File: src/verilog/ucdr_defines.svh
`ifndef UCDR_DEFINES_SVH
`define UCDR_DEFINES_SVH

// samples per bit, voting sample numbers, widths, fifo depth and reset values
`define UCDR_SPB_NORMAL    5'd16
`define UCDR_SPB_DOUBLE    5'd8
`define UCDR_VOTE_N_FIRST  5'd8
`define UCDR_VOTE_D_FIRST  5'd4
`define UCDR_DATA_BITS     9
`define UCDR_DATA_BITS_DEF 4'd8
`define UCDR_FIFO_DEPTH    8
`define UCDR_BAUD_DIV_DEF  16'd0
`define UCDR_SAMPLE_RESET  5'h00
`define UCDR_BIT_RESET     4'h0
`define UCDR_FIFO_WIDTH    10

`endif

File: src/verilog/ucdr_pkg.sv
package ucdr_pkg;

    typedef enum logic [3:0] {
        UCDR_IDLE  = 4'b0001,
        UCDR_START = 4'b0010,
        UCDR_BITS  = 4'b0100,
        UCDR_STOP  = 4'b1000
    } ucdr_state_e;

    typedef logic [4:0] ucdr_sample_t;

endpackage : ucdr_pkg

File: src/verilog/ucdr_fifo.sv
`timescale 1ns/10ps
module ucdr_fifo #(
    parameter int WIDTH = 10,
    parameter int DEPTH = 8
) (
    input  wire logic             clock,
    input  wire logic             rst,
    input  wire logic             flush,
    input  wire logic [WIDTH-1:0] in_data,
    input  wire logic             in_valid,
    output logic                  in_ready,
    output logic      [WIDTH-1:0] out_data,
    output logic                  out_valid,
    input  wire logic             out_ready
);
    localparam int AW = $clog2(DEPTH);

    logic [WIDTH-1:0] mem_q [DEPTH];
    logic [AW-1:0]    wp_q, wp_d, rp_q, rp_d;
    logic [AW:0]      cnt_q, cnt_d;
    logic [WIDTH-1:0] out_q, out_d;
    logic             ov_q, ov_d;
    logic             wr, rd;

    // output word sits in a register; memory holds the rest
    always_comb begin
        // the output register counts toward depth, so capacity is DEPTH
        wr    = in_valid && in_ready;
        rd    = (cnt_q != '0) && (!ov_q || out_ready);
        wp_d  = wp_q;
        rp_d  = rp_q;
        cnt_d = cnt_q;
        out_d = out_q;
        ov_d  = ov_q;
        if (ov_q && out_ready) begin
            ov_d = 1'b0;
        end
        if (wr) begin
            wp_d = wp_q + 1'b1;
        end
        if (rd) begin
            out_d = mem_q[rp_q];
            ov_d  = 1'b1;
            rp_d  = rp_q + 1'b1;
        end
        cnt_d = cnt_q + (AW+1)'(wr) - (AW+1)'(rd);
        if (flush) begin
            wp_d  = '0;
            rp_d  = '0;
            cnt_d = '0;
            ov_d  = 1'b0;
        end
    end

    always_ff @(posedge clock) begin
        if (rst) begin
            wp_q  <= '0;
            rp_q  <= '0;
            cnt_q <= '0;
            out_q <= '0;
            ov_q  <= 1'b0;
        end else begin
            wp_q  <= wp_d;
            rp_q  <= rp_d;
            cnt_q <= cnt_d;
            out_q <= out_d;
            ov_q  <= ov_d;
        end
    end

    always_ff @(posedge clock) begin
        if (wr) begin
            mem_q[wp_q] <= in_data;
        end
    end

    assign in_ready  = (cnt_q + (AW+1)'(ov_q)) != (AW+1)'(DEPTH);
    assign out_data  = out_q;
    assign out_valid = ov_q;

endmodule : ucdr_fifo

File: src/verilog/ucdr_rx.sv
// How it works
// RULE1 - samples come at 16 per bit normally and 8 per bit in double speed.
// RULE2 - while the line idles the sample counter rests at zero.
// RULE3 - a falling edge starts detection with the first low sample as one.
// RULE4 - normal mode checks the start bit on samples 8, 9 and 10.
// RULE5 - double speed checks the start bit on samples 4, 5 and 6.
// RULE6 - two or more high votes reject the start bit as noise.
// RULE7 - a valid start bit realigns bit timing, again for every frame.
// RULE8 - each bit walks 16 or 8 sample states, one per sample number.
// RULE9 - each bit is the majority of its three centre samples.
// RULE10 - recovery ends at the first stop bit; later stop bits are ignored.
// RULE11 - a low first stop bit sets the frame error flag of that frame.
// RULE12 - in normal mode start search resumes right after the stop vote.
// RULE13 - double_speed_select high picks double speed, low picks normal.
// RULE14 - the transmitter must keep its rate inside the accepted ratios.
// RULE15 - each end should take half the total baud rate error budget.
// RULE16 - a high stop bit clears the flag, which rides the fifo with data.
// RULE17 - the line is synchronised, and disabling the receiver aborts all.
`timescale 1ns/10ps
`include "ucdr_defines.svh"
module ucdr_rx
    import ucdr_pkg::*;
#(
    parameter int          DATA_BITS = `UCDR_DATA_BITS,
    parameter int          DEPTH     = `UCDR_FIFO_DEPTH,
    parameter logic [15:0] BAUD_DIV  = `UCDR_BAUD_DIV_DEF
) (
    input  wire logic             clock,
    input  wire logic             rst,
    input  wire logic             rxd,
    input  wire logic             receiver_enable_bit,
    input  wire logic             double_speed_select,
    input  wire logic [3:0]       data_bits,
    input  wire logic [15:0]      baud_divisor_value,
    output logic [DATA_BITS-1:0]  rx_data,
    output logic                  frame_error_flag,
    output logic                  rx_valid,
    input  wire logic             rx_ready,
    output logic                  rx_overrun
);
    logic               sync1_q, sync2_q;
    logic [15:0]        div_q, div_d;
    logic               tick_q, tick_d;
    ucdr_state_e        st_q, st_d;
    ucdr_sample_t       smp_q, smp_d;
    logic [3:0]         bit_q, bit_d;
    logic [1:0]         votes_q, votes_d;
    logic [DATA_BITS-1:0] sh_q, sh_d;
    logic               prev_q, prev_d;
    logic               push_q, push_d;
    logic               fe_q, fe_d;
    logic               ovr_q, ovr_d;
    logic [4:0]         spb, vfirst;
    logic               vote;
    logic               fifo_ready, fifo_valid, flush;
    logic [DATA_BITS:0] fifo_out;

    // the line is taken through two flops before anything looks at it
    always_ff @(posedge clock) begin
        if (rst) begin
            sync1_q <= 1'b1;
            sync2_q <= 1'b1;
        end else begin
            sync1_q <= rxd; // [RULE17]
            sync2_q <= sync1_q;
        end
    end

    // sample tick: one pulse per sample period
    // exact division keeps this end inside its half of the budget [RULE15]
    always_comb begin
        tick_d = 1'b0;
        div_d  = div_q - 16'h0001;
        if (div_q == 16'h0000) begin
            div_d  = baud_divisor_value;
            tick_d = 1'b1;
        end
        if (!receiver_enable_bit) begin
            div_d = 16'h0000;
        end
    end

    always_ff @(posedge clock) begin
        if (rst) begin
            div_q  <= BAUD_DIV;
            tick_q <= 1'b0;
        end else begin
            div_q  <= div_d;
            tick_q <= tick_d;
        end
    end

    assign spb    = double_speed_select ? `UCDR_SPB_DOUBLE
                                        : `UCDR_SPB_NORMAL; // [RULE1] [RULE13]
    assign vfirst = double_speed_select ? `UCDR_VOTE_D_FIRST
                                        : `UCDR_VOTE_N_FIRST; // [RULE4] [RULE5]
    assign flush  = !receiver_enable_bit;
    // majority of the two earlier centre samples plus the current one
    assign vote   = (votes_q == 2'd2) || (votes_q == 2'd1 && sync2_q); // [RULE9]

    always_comb begin
        st_d    = st_q;
        smp_d   = smp_q;
        bit_d   = bit_q;
        votes_d = votes_q;
        sh_d    = sh_q;
        prev_d  = prev_q;
        push_d  = 1'b0;
        fe_d    = fe_q;
        ovr_d   = ovr_q;
        if (push_q && !fifo_ready) begin
            ovr_d = 1'b1;
        end else if (push_q) begin
            ovr_d = 1'b0;
        end
        if (tick_q) begin
            prev_d = sync2_q;
            smp_d  = smp_q + 5'd1;
            if (smp_q >= vfirst && smp_q < vfirst + 5'd2 && sync2_q) begin
                votes_d = votes_q + 2'd1;
            end
            case (st_q)
                UCDR_IDLE: begin
                    smp_d   = `UCDR_SAMPLE_RESET; // [RULE2]
                    votes_d = 2'd0;
                    if (prev_q && !sync2_q) begin
                        smp_d = 5'd2; // [RULE3]
                        st_d  = UCDR_START;
                    end
                end
                UCDR_START: begin
                    if (smp_q == vfirst + 5'd2) begin
                        votes_d = 2'd0;
                        smp_d   = 5'd1;
                        if (vote) begin
                            st_d  = UCDR_IDLE; // [RULE6]
                            smp_d = `UCDR_SAMPLE_RESET;
                        end else begin
                            // resync: count on through the start bit tail
                            smp_d = vfirst + 5'd3; // [RULE7]
                            st_d  = UCDR_BITS;
                            bit_d = `UCDR_BIT_RESET;
                        end
                    end
                end
                UCDR_BITS: begin
                    if (smp_q == vfirst + 5'd2) begin
                        sh_d    = {vote, sh_q[DATA_BITS-1:1]}; // [RULE9]
                        votes_d = 2'd0;
                        bit_d   = bit_q + 4'd1;
                    end
                    if (smp_q == spb) begin
                        smp_d = 5'd1; // [RULE8]
                        if (bit_q == data_bits) begin
                            st_d = UCDR_STOP;
                        end
                    end
                end
                UCDR_STOP: begin
                    if (smp_q == vfirst + 5'd2) begin
                        fe_d    = !vote; // [RULE11] [RULE16]
                        push_d  = 1'b1;
                        votes_d = 2'd0;
                        smp_d   = `UCDR_SAMPLE_RESET;
                        st_d    = UCDR_IDLE; // [RULE10] [RULE12]
                    end
                end
                default: st_d = UCDR_IDLE;
            endcase
        end
        if (!receiver_enable_bit) begin
            st_d    = UCDR_IDLE; // [RULE17]
            smp_d   = `UCDR_SAMPLE_RESET;
            votes_d = 2'd0;
            prev_d  = 1'b1;
        end
    end

    always_ff @(posedge clock) begin
        if (rst) begin
            st_q    <= UCDR_IDLE;
            smp_q   <= `UCDR_SAMPLE_RESET;
            bit_q   <= `UCDR_BIT_RESET;
            votes_q <= 2'd0;
            sh_q    <= '0;
            prev_q  <= 1'b1;
            push_q  <= 1'b0;
            fe_q    <= 1'b0;
            ovr_q   <= 1'b0;
        end else begin
            st_q    <= st_d;
            smp_q   <= smp_d;
            bit_q   <= bit_d;
            votes_q <= votes_d;
            sh_q    <= sh_d;
            prev_q  <= prev_d;
            push_q  <= push_d;
            fe_q    <= fe_d;
            ovr_q   <= ovr_d;
        end
    end

    // short frames land right-justified
    logic [DATA_BITS-1:0] aligned;
    assign aligned = sh_q >> (DATA_BITS - int'(data_bits));

    ucdr_fifo #(
        .WIDTH (DATA_BITS + 1),
        .DEPTH (DEPTH)
    ) u_fifo (
        .clock     (clock),
        .rst       (rst),
        .flush     (flush),
        .in_data   ({fe_q, aligned}), // [RULE16]
        .in_valid  (push_q),
        .in_ready  (fifo_ready),
        .out_data  (fifo_out),
        .out_valid (fifo_valid),
        .out_ready (rx_ready)
    );

    assign rx_data          = fifo_out[DATA_BITS-1:0];
    assign frame_error_flag = fifo_out[DATA_BITS];
    assign rx_valid         = fifo_valid;
    assign rx_overrun       = ovr_q;

    a_idle_counter: assert property (@(posedge clock) disable iff (rst)
        st_q == UCDR_IDLE && $past(st_q) == UCDR_IDLE
        |-> smp_q == 5'd0) // [RULE2]
        else $error("sample count moved while idle");
    a_start_begin: assert property (@(posedge clock) disable iff (rst)
        st_q == UCDR_START && $past(st_q) == UCDR_IDLE |-> smp_q == 5'd2)
        else $error("start detect did not number first sample"); // [RULE3]
    a_noise_reject: assert property (@(posedge clock) disable iff (rst)
        st_q == UCDR_START && tick_q && smp_q == vfirst + 5'd2 && vote
        |=> st_q == UCDR_IDLE) // [RULE6]
        else $error("noise start not rejected");
    a_sample_range: assert property (@(posedge clock) disable iff (rst)
        st_q == UCDR_BITS |-> smp_q <= spb) // [RULE8]
        else $error("sample state past bit length");
    a_stop_push: assert property (@(posedge clock) disable iff (rst)
        st_q == UCDR_STOP && tick_q && smp_q == vfirst + 5'd2
        && receiver_enable_bit |=> push_q && fe_q == !$past(vote))
        else $error("stop bit result wrong"); // [RULE11]
    a_disable_abort: assert property (@(posedge clock) disable iff (rst)
        !receiver_enable_bit |=> st_q == UCDR_IDLE && !rx_valid)
        else $error("disable did not abort"); // [RULE17]
    a_stop_idle: assert property (@(posedge clock) disable iff (rst)
        push_q |-> st_q == UCDR_IDLE) // [RULE12]
        else $error("not hunting after stop vote");
    a_spb_mode: assert property (@(posedge clock) disable iff (rst)
        spb == (double_speed_select ? 5'd8 : 5'd16)) // [RULE1]
        else $error("wrong samples per bit");
    a_start_sync: assert property (@(posedge clock) disable iff (rst)
        st_q == UCDR_START && tick_q && smp_q == vfirst + 5'd2 && !vote
        && receiver_enable_bit
        |=> st_q == UCDR_BITS && smp_q == vfirst + 5'd3) // [RULE7]
        else $error("start bit did not realign timing");
    a_bit_wrap: assert property (@(posedge clock) disable iff (rst)
        st_q == UCDR_BITS && tick_q && smp_q == spb && receiver_enable_bit
        |=> smp_q == 5'd1) // [RULE8]
        else $error("sample state did not wrap");
    a_votes_idle: assert property (@(posedge clock) disable iff (rst)
        st_q == UCDR_IDLE |-> votes_q == 2'd0) // [RULE6]
        else $error("vote count left over in idle");
    a_stop_entry: assert property (@(posedge clock) disable iff (rst)
        st_q == UCDR_STOP && $past(st_q) == UCDR_BITS
        |-> bit_q == data_bits) // [RULE10]
        else $error("stop entered at wrong bit count");
    a_push_once: assert property (@(posedge clock) disable iff (rst)
        push_q |=> !push_q) // [RULE10]
        else $error("frame pushed twice");
    a_tick_rate: assert property (@(posedge clock) disable iff (rst)
        receiver_enable_bit && div_q == 16'h0000 |=> tick_q) // [RULE1]
        else $error("sample tick missing");
    a_vote_pos: assert property (@(posedge clock) disable iff (rst)
        vfirst == (double_speed_select ? 5'd4 : 5'd8)) // [RULE4] [RULE5]
        else $error("wrong voting samples");
    a_overrun_set: assert property (@(posedge clock) disable iff (rst)
        push_q && !fifo_ready |=> rx_overrun) // [RULE16]
        else $error("dropped frame not flagged");
    // a held head word must not slip while the consumer stalls
    a_head_hold: assert property (@(posedge clock) disable iff (rst)
        rx_valid && !rx_ready && receiver_enable_bit
        |=> rx_valid && $stable(rx_data)) // [RULE16]
        else $error("head word changed while stalled");

endmodule : ucdr_rx

File: config.mk
export PLATFORM = sky130hd
export DESIGN_NAME = ucdr_rx
export DESIGN_NICKNAME = d
export VERILOG_FILES = /design/src/verilog/ucdr_pkg.sv /design/src/verilog/ucdr_fifo.sv /design/src/verilog/ucdr_rx.sv
export VERILOG_INCLUDE_DIRS = /design/src /design/src/verilog
export SDC_FILE = /design/constraint.sdc
export NUM_CORES = 1
export LEC_CHECK = 0
export ABC_AREA = 1
export BUFFER_PORTS_ARGS = -buffer_cell sky130_fd_sc_hd__buf_2
export CAP_MARGIN = 20
export CORE_ASPECT_RATIO = 1.4
export CORE_MARGIN = 2
export CORE_UTILIZATION = 50
export CTS_BUF_LIST = sky130_fd_sc_hd__clkbuf_2
export CTS_CLUSTER_DIAMETER = 50
export DETAILED_ROUTE_END_ITERATION = 8
export GPL_TIMING_DRIVEN = 0
export PLACE_DENSITY_LB_ADDON = 0.25
export SLEW_MARGIN = 0
export SYNTH_ARGS = -nofsm -noshare
export SYNTH_HDL_FRONTEND = slang
export SYNTH_SLANG_ARGS = --single-unit
File: constraint.sdc
create_clock -name clock -period 2.17 [get_ports clock]
set_clock_uncertainty 0.05 [all_clocks]
set_input_delay 0.434 -clock clock [delete_from_list [all_inputs] [get_ports clock]]
set_output_delay 0.434 -clock clock [all_outputs]
set_load 0.005 [all_outputs]
## Word level (Yosys, flattened, before mapping)

Memories as Yosys holds them, arrays and structs flattened. A register that Yosys moved wholly into a read port is not among the register bits.
Index checks and enable logic that the tools add are counted.
W data, S select, Z words.

| storage, ports and cells | value |
|---|---|
| flip-flop bits (word level) | 58 |
| memory bits (read-only) | 0 |
| input port bits | 26 |
| memories | 1 |
| bits in latches | 0 |
| bits in writable memories | 80 |

Memory list:

| memory | words | bits a word | rd ports | clocked after memory_dff | wr ports | line | text |
|---|---|---|---|---|---|---|---|
| u_fifo.mem_q | 8 | 10 | 1 | 1 | 1 | ucdr_fifo.sv:18 | `logic [WIDTH-1:0] mem_q [DEPTH];` |

| cells by class | value |
|---|---|
| equal/unequal tests | 17 |
| shift-type cells | 1 |
| muxes and demuxes | 31 |
| $lt $le $gt $ge | 2 |
| multiply operators | 0 |
| reductions and logical operators | 26 |
| bitwise logic cells | 3 |
| divide/modulo/power cells | 0 |
| add/sub/neg operators | 12 |

Operator list:

| cell | count |
|---|---|
| $mux W4 | 9 |
| $shr A9 B32 Y9 | 1 |
| $mux W5 | 5 |
| $pmux W5 S4 | 1 |
| $logic_not A16 Y1 | 1 |
| $mux W16 | 1 |
| $pmux W4 S4 | 1 |
| $sub A16 B1 Y16 const B | 1 |
| $ne A2 B2 Y1 const B | 7 |
| $add A4 B2 Y5 const B | 2 |
| $eq A5 B5 Y1 | 2 |
| $add A4 B1 Y4 | 2 |
| $logic_and A1 B1 Y1 | 8 |
| $mux W1 | 8 |
| $pmux W4 S2 | 1 |
| $add A3 B1 Y3 const B | 2 |
| $mux W2 | 3 |
| $reduce_and A3 Y1 | 2 |
| $reduce_and A6 Y1 | 1 |
| $reduce_bool A2 Y1 | 3 |
| $reduce_or A3 Y1 | 2 |
| $add A5 B1 Y5 const B | 1 |
| $ge A5 B4 Y1 | 1 |
| $lt A5 B5 Y1 | 1 |
| 20 further kinds | 26 |

## Longest topological paths before layout

Gate-level depths: netlist (run 1).

| depth | value |
|---|---|
| depth after elaboration | 8 |
| mapped depth | 13 |
| gate-level depth less buffers | 12 |

## By module

From an unflattened synthesis (run 1), not the netlist that was laid out.

| unflattened totals | value |
|---|---|
| cell total of the unflattened synthesis | 923 |
| area total of the unflattened synthesis | 7490.9 um^2 |

Modules (own cells, without submodules):

| module | area each (um^2) | cells each | times used | sequential area each (um^2) |
|---|---|---|---|---|
| ucdr_fifo | 4414.2 | 442 | 1 | 2822.7 |
| ucdr_rx | 3076.7 | 481 | 1 | 940.9 |

## Worst setup path before layout (run 1)

OpenSTA, ideal clock, no wires.

| path | value |
|---|---|
| path type | flip-flop to flip-flop |
| from | register u_fifo.ov_q (netlist: u_fifo.out_valid) |
| to | memory u_fifo.mem_q[7][0], enable pin |
| path buffers | 0 |
| setup slack | -77 ps |
| arrival time | 1807 ps |
| cell stages (with the launch flop) | 8 |
| cell sequence | dfxtp_1 > ha_1 > ha_1 > nor2_1 > nor2_1 > nand3_1 > nand2_1 > nor3_1 |

| on the way | value |
|---|---|
| longest elaborated chain between the ends | 5 |

RTL lines:

| element | line | text |
|---|---|---|
| start, declared | ucdr_fifo.sv:22 | `logic ov_q, ov_d;` |
| start signal, assigned | ucdr_fifo.sv:67 | `ov_q <= ov_d;` |
| $add A4 B1 Y4 | ucdr_fifo.sv:77 | `assign in_ready = (cnt_q + (AW+1)'(ov_q)) != (AW+1)'(DEPTH);` |
| $ne A4 B4 Y1 | ucdr_fifo.sv:77 |  |
| $logic_and A1 B1 Y1 | ucdr_fifo.sv:28 | `wr = in_valid && in_ready;` |
| $mux W1 | ucdr_fifo.sv:72 | `if (wr) begin` |
| $mux W1 (not written as such) | ucdr_fifo.sv:73 | `mem_q[wp_q] <= in_data;` |
| end, declared | ucdr_fifo.sv:18 |  |

Every way passes these cells.

## Worst setup path after layout (run 1)

| path | value |
|---|---|
| from | register u_fifo.cnt_q[0] |
| to | register u_fifo.cnt_q[1] |

| on the way | value |
|---|---|
| longest elaborated chain between the ends | 5 |

RTL lines:

| element | line | text |
|---|---|---|
| start, declared | ucdr_fifo.sv:20 | `logic [AW:0] cnt_q, cnt_d;` |
| start signal, assigned | ucdr_fifo.sv:65 | `cnt_q <= cnt_d;` |
| $add A4 B1 Y4 | ucdr_fifo.sv:77 |  |
| $ne A4 B4 Y1 | ucdr_fifo.sv:77 |  |
| $logic_and A1 B1 Y1 | ucdr_fifo.sv:28 |  |
| via u_fifo.wr | ucdr_fifo.sv:23 | `logic wr, rd;` |
| $add A4 B1 Y4 | ucdr_fifo.sv:46 | `cnt_d = cnt_q + (AW+1)'(wr) - (AW+1)'(rd);` |
| $sub A4 B1 Y4 | ucdr_fifo.sv:46 |  |

The timed path passes the listed nets, and every way through them passes these cells.
A chain may end at the register's enable or synchronous reset.

==> results.yml, run 1 <==
status:
  status: "finished clean"
floorplan:
  std_cell_rows: 51
  io_pins: 38
  dieArea_um2: 15300
  coreArea_um2: 14000
  initial_core_util: 0.512
  die_y_um: 146
  die_w_um: 105
worst_setup_path:
  end_kind: "flip-flop"
  reg2regPathDepth: 10
  reg2reg_to: "u_fifo.cnt_q[1]"
  r2r_start: "u_fifo.cnt_q[0]"
  reg2reg_slack_ns: 0.04
  criticalPathCategory: "flip-flop to flip-flop"
  crit_required_ns: 2.78
  crit_start: "u_fifo.cnt_q[0]"
  worstPathMaxFanout: 4
  cp.arrival_ns: 2.73
  crit_path_start_kind: "flip-flop"
  endpoint: "u_fifo.cnt_q[1]"
finish:
  fill_cells: 1214
  post-route-util: 0.599
  area_delta_synth_final_pct: 16.9
  drive_gt1_frac: 0.183
  layout.nets: 960
  fin_cells: 1111
logic_synthesis:
  yosysTopAreaCell: "edfxtp_1"
  yosys_warnings: 0
  synthFlopType: "edfxtp_1"
  syn_nets: 873
  ys_types: 37
  synth_area_leaders: "edfxtp_1, dfxtp_1, nor2_1"
  synth-edff-count: 80
  synth_area_um2: 7150
  syn_inst: 825
  synth.avg_cell_area_um2: 8.67
  synth_top_area_frac: 0.336
  synth.most_common_cell: "nor2_1"
  synthTopCellsByCount: "nor2_1, nand2_1, edfxtp_1"
  yosysSeqAreaShare: 0.526
  async_reset_ff_frac: 0
  synth_seq_cells: 148
placed_design:
  dp_hpwl_um: 11400
  dp_slack_ns: -0.607
  place_inst: 1047
  place_congestion: 0.889
  portBuffers: 36
timing:
  timing.final.crit_period_ns: 2.13
  max_freq_mhz: 471
  finalMaxSlewViolations: 0
  slew_headroom: 0.472
  tightest_slew_ns: 0.792
  finalCritPeriodShare: 0.979
  hold_ws_ns: 0.0361
  hold_viol_final: 0
  fin_ws_ns: 0.0449
  setup_viol: 0
clocking:
  htree_levels: 4
  cts_buffer_depth: 2
  clock_latency_ns: 0.72
  numCtsBuffers: 17
  cts_tree: "done"
  clk_pin_slew_ns: 0.23
  root_buffer: "clkbuf_2"
  cts_num_sinks: 148
power:
  leakage_uw: 0.00349
  p_per_area_nw_per_um2: 1040
  power.total_uw: 8680
  ir_worst_vdd_mv: 1.53
route:
  drtIter0Drc: 348
  antenna_left: 0
  wl_per_cell_um: 15.0
  firstDrtPassIters: 5
  num_vias: 5868
  drc_errors: 0
  routed_wl_um: 16700
  avgViaCountPerCell: 5.28
global_routing:
  grt_max_degree: 17
  grt_use_met2: 0.412
  grt-busiest-layer: "met2"
  use_met3: 0.0367
  overflow: 0
  grtUsageTotal: 0.224
  grt_pass1_vias: 5474
  grt_pass1_wl_um: 26800
  antenna_found_initial: 1
  gr-usage-met1: 0.256
hold_path:
  worstHoldStart: "rx_ready"
  min_path_type: "input port to flip-flop"
flow_run:
  cap_violations: 0
## worst max-delay path: stages (launching register included)
cell	delay, ns
dfxtp_1	0.41
ha_2	0.19
ha_2	0.27
nor2_2	0.12
nand3_2	0.10
nand2_4	0.12
inv_4	0.06
ha_4	0.15
inv_1	0.06
fa_2	0.42
nor2_1	0.11
## repair_timing
| action | CTS | global route |
|---|---|---|
| resized for setup | 31 | 10 |
| pin swaps | 8 | 5 |
| hold buffers | 18 | 0 |
| endpoints found under the hold margin | 21 | 0 |
| buffers inserted | 9 | 4 |
| endpoints found under the setup margin | 83 | 28 |
## registers in the layout (all words and copies together) (netlist names)
signal	flops
st_q	4
push_q	1
u_fifo.out_valid	1
prev_q	1
rx_overrun	1
smp_q	5
sync2_q	1
sync1_q	1
u_fifo.out_data	10
fe_q	1
votes_q	2
bit_q	4
u_fifo.cnt_q	4
tick_q	1
u_fifo.mem_q	80
u_fifo.wp_q	3
sh_q	9
u_fifo.rp_q	3
div_q	16
## power by group
| part | internal (uW) | switching, uW | total [uW] |
|---|---|---|---|
| Clock | 565 | 1090 | 1650 |
| Combinational | 1340 | 2240 | 3580 |
| Sequential | 3230 | 223 | 3450 |
## cells by family after synthesis
kind of cell | Yosys count | synth area share
AND/OR/NAND/NOR | 367 | 0.226
AO/OA/AOI/OAI | 162 | 0.127
flip-flops | 148 | 0.526
buffers and inverters | 111 | 0.0631
adder cells (fa/ha/maj) | 22 | 0.0395
XOR/XNOR | 15 | 0.0184
## metal layers
layer / part of all wire / vias to the layer above
met1: 0.40 / 2736
li1: - / 2957
met3: 0.037 / 34
met5: 0 / -
met2: 0.53 / 141
met4: 0.031 / 0
## area by class of cell
| type | count | area [um2] | share of cell area |
|---|---|---|---|
| Sequential cell | 148 | 3770 | 0.451 |
| Inverter | 80 | 305 | 0.0365 |
| Clock buffer | 17 | 85.1 | 0.0102 |
| Tap cell | 185 | 231 | 0.0277 |
| Clock inverter | 15 | 170 | 0.0203 |
| Antenna cell | 1 | 2.50 | 0.000299 |
| Timing Repair Buffer | 68 | 541 | 0.0646 |
| Buffer | 31 | 161 | 0.0193 |
| Multi-Input combinational cell | 566 | 3100 | 0.371 |
## how the worst min path moves through the flow
stage / end / slack (ns) / depth (start not counted)
6_report: u_fifo.out_valid / 0.04 / 6
5_1_grt: smp_q[3] / 0.01 / 4
4_1_cts: smp_q[3] / 0.005 / 4
3_5_place_dp: sync2_q / 0.35 / 1
3_3_place_gp: sync2_q / 0.34 / 1
2_1_floorplan: sync2_q / 0.34 / 1
## through the flow
stage / instance area [um2] / TNS (ns)
3_5_place_dp: 7600 / -52.29
5_1_grt: 8360 / -0.0469
3_3_place_gp: 7570 / -63.20
2_1_floorplan: 7160 / -3.79
6_report: 8360 / 0
4_1_cts: 8270 / -0.0231
## placed cells by master (no fill, tap or decap), types with 5 or more instances in the layout
cell type | Yosys | final
nand2_4 | 3 | 5
nor3_1 | 10 | 6
clkbuf_2 | 1 | 18
nand4_1 | 5 | 5
nor2_2 | 7 | 8
buf_2 | 15 | 50
nand3_1 | 67 | 65
ha_1 | 21 | 16
o21ai_1 | 12 | 12
o21ai_0 | 71 | 71
edfxtp_1 | 80 | 80
dfxtp_1 | 68 | 64
nand2_2 | 5 | 6
o211ai_1 | 20 | 20
nor2_1 | 135 | 130
inv_2 | 6 | 9
nand2_1 | 122 | 119
clkbuf_1 | 12 | 12
nor2_4 | 7 | 11
a31oi_1 | 7 | 7
a21oi_1 | 45 | 44
dlygate4sd3_1 | 0 | 18
xor2_1 | 13 | 13
buf_12 | 0 | 6
inv_1 | 73 | 68
buf_4 | 2 | 10
Note: power is estimated with default switching activity, not from simulation.
==> inputs of run 2 (changes only) <==
Settings changed: CORE_MARGIN 2 to unset.
==> run 2 against run 1 <==
  * Wire length is 1.6% lower
  * Combinational power decreased by 5%
  * Critical endpoint is now u_fifo.mem_q[7][9]
  * Final cell count is 0.18% higher
  * Clock power increased by 7%
  * Critical path depth is 1 lower
  * Highest routed layer unchanged
  * Die area down 3.3%
  * Count of clock-buffer cells in the layout rose by 2
  * Worst hold slack gained 0.012 ns
==> results.yml, run 2 (synthesized netlist as in run 1, its figures left out) <==
finish:
  fin_cells: 1113
  layout_commonest_cell: "nor2_1"
  regMostFlops: "u_fifo.mem_q"
  area_delta_synth_final_pct: 16.9
  fill_cells: 1251
  largest_reg_flops: 80
  layout.nets: 962
  drive_gt1_frac: 0.184
  regArea_um2: 3770
  multi_input_area_um2: 3090
  fin_area_um2: 8360
  post-route-util: 0.601
  final_cell_mix: "nor2_1, nand2_1, edfxtp_1, o21ai_0, inv_1"
worst_setup_path:
  cp.arrival_ns: 2.49
  path_buf_inv: 2
  crit_path_start_kind: "flip-flop"
  criticalPathCategory: "flip-flop to flip-flop"
  slowest_delay_ns: 0.41
  crit_required_ns: 2.54
  crit_slowest_cell: "dfxtp_4"
  reg2reg_slack_ns: 0.06
  cp_common_cell: "ha_4"
  crit_family: "simple AND/OR/NAND/NOR gates"
  end_kind: "flip-flop"
  worstPathMaxFanout: 8
  cp_cell_sequence: "ha_4 > ha_4 > nor2_4 > nor2_2 > nand3_2 > nand2_4 > buf_4 > nor3_2 > buf_6"
timing:
  finalCritPeriodShare: 0.974
  rsz0062_at_grt: "true"
  finalMaxSlewViolations: 0
  hold_ws_ns: 0.0477
  tightest_slew_ns: 0.797
  setup_viol: 0
  timing.final.crit_period_ns: 2.11
  hold_viol_final: 0
  slew_headroom: 0.469
  max_freq_mhz: 473
clocking:
  clk_pin_slew_ns: 0.23
  root_buffer: "clkbuf_2"
  numCtsBuffers: 17
  cts_num_sinks: 148
  clock_latency_ns: 0.70
  cts_tree: "done"
  htree_levels: 4
  cts_buffer_depth: 2
status:
  status: "finished clean"
power:
  p_per_area_nw_per_um2: 1040
  leakage_uw: 0.00348
  power.total_uw: 8670
  ir_worst_vdd_mv: 1.44
placed_design:
  dp_hpwl_um: 11300
  portBuffers: 36
  place_congestion: 0.881
  place_inst: 1049
  placed_area_um2: 7610
global_routing:
  grt_max_degree: 17
  grt_pass1_wl_um: 25700
  grtUsageTotal: 0.234
  antenna_found_initial: 1
  grt_pass1_vias: 5308
  overflow: 0
route:
  firstDrtPassIters: 5
  drtIter0Drc: 257
  num_vias: 5804
  wl_per_cell_um: 14.8
  routed_wl_um: 16400
  drc_errors: 0
  avgViaCountPerCell: 5.21
  antenna_left: 0
floorplan:
  std_cell_rows: 51
  coreArea_um2: 13900
  die_w_um: 103
  die_y_um: 144
  dieArea_um2: 14800
  initial_core_util: 0.514
  io_pins: 38
hold_path:
  min_path_type: "input port to flip-flop"
flow_run:
  cap_violations: 0
[run 2: cell type report]
| cell class | instances | area share |
|---|---|---|
| flip-flops and latches | 148 | 0.451 |
| diodes | 1 | 0.000299 |
| plain buffers | 31 | 0.0193 |
| inverters | 80 | 0.0365 |
| clock buffers | 19 | 0.0114 |
| clock inverters | 13 | 0.0214 |
| repair buffers | 70 | 0.0633 |
| well taps | 185 | 0.0277 |
| multi-input cells | 566 | 0.369 |
[run 2: tightest hold or removal path, cell delays in order]
cell	delay (ns)
buf_2	0.07
inv_1	0.03
nand2_1	0.09
nand2_1	0.06
nand2_1	0.05
inv_1	0.03
[run 2: power breakdown]
group / internal, uW / total, uW / switching, uW
registers: 3240 / 3480 / 248
clock network: 771 / 1770 / 1000
logic: 1320 / 3410 / 2090
total: 5330 / 8670 / 3340
[run 2: what timing repair did]
action / in CTS / in global routing
pin swaps: 5 / 3
setup endpoints to repair: 73 / 28
resized for setup: 22 / 19
gates cloned: 0 / 0
buffers inserted: 7 / 6
hold buffers: 18 / 0
endpoints found under the hold margin: 22 / 0
[run 2: path summary, 6_finish.rpt]
| kind | start | to | cells after the start |
|---|---|---|---|
| setup reg to reg | u_fifo.cnt_q[0] | u_fifo.mem_q[7][9] | 9 |
| hold reg to reg | sync1_q | sync2_q | 1 |
| hold / removal | rx_ready | u_fifo.out_valid | 6 |
| setup / recovery | u_fifo.cnt_q[0] | u_fifo.mem_q[7][9] | 9 |
[run 2: per-stage QoR]
step,setup slack (ns),setup TNS (ns)
after detailed placement,-0.653,-48.93
final,0.0574,0
after floorplan,-0.0767,-3.79
after global placement,-0.816,-64.49
after global routing,-0.0216,-0.166
after CTS,-0.0680,-0.892
[run 2: layer usage]
metal	global-route usage	wire length, um	vias up
met2	0.446	8950	135
li1	-	-	2970
met5	0	0	-
met3	0.0428	519	28
met1	0.250	6570	2671
met4	0.0860	381	0
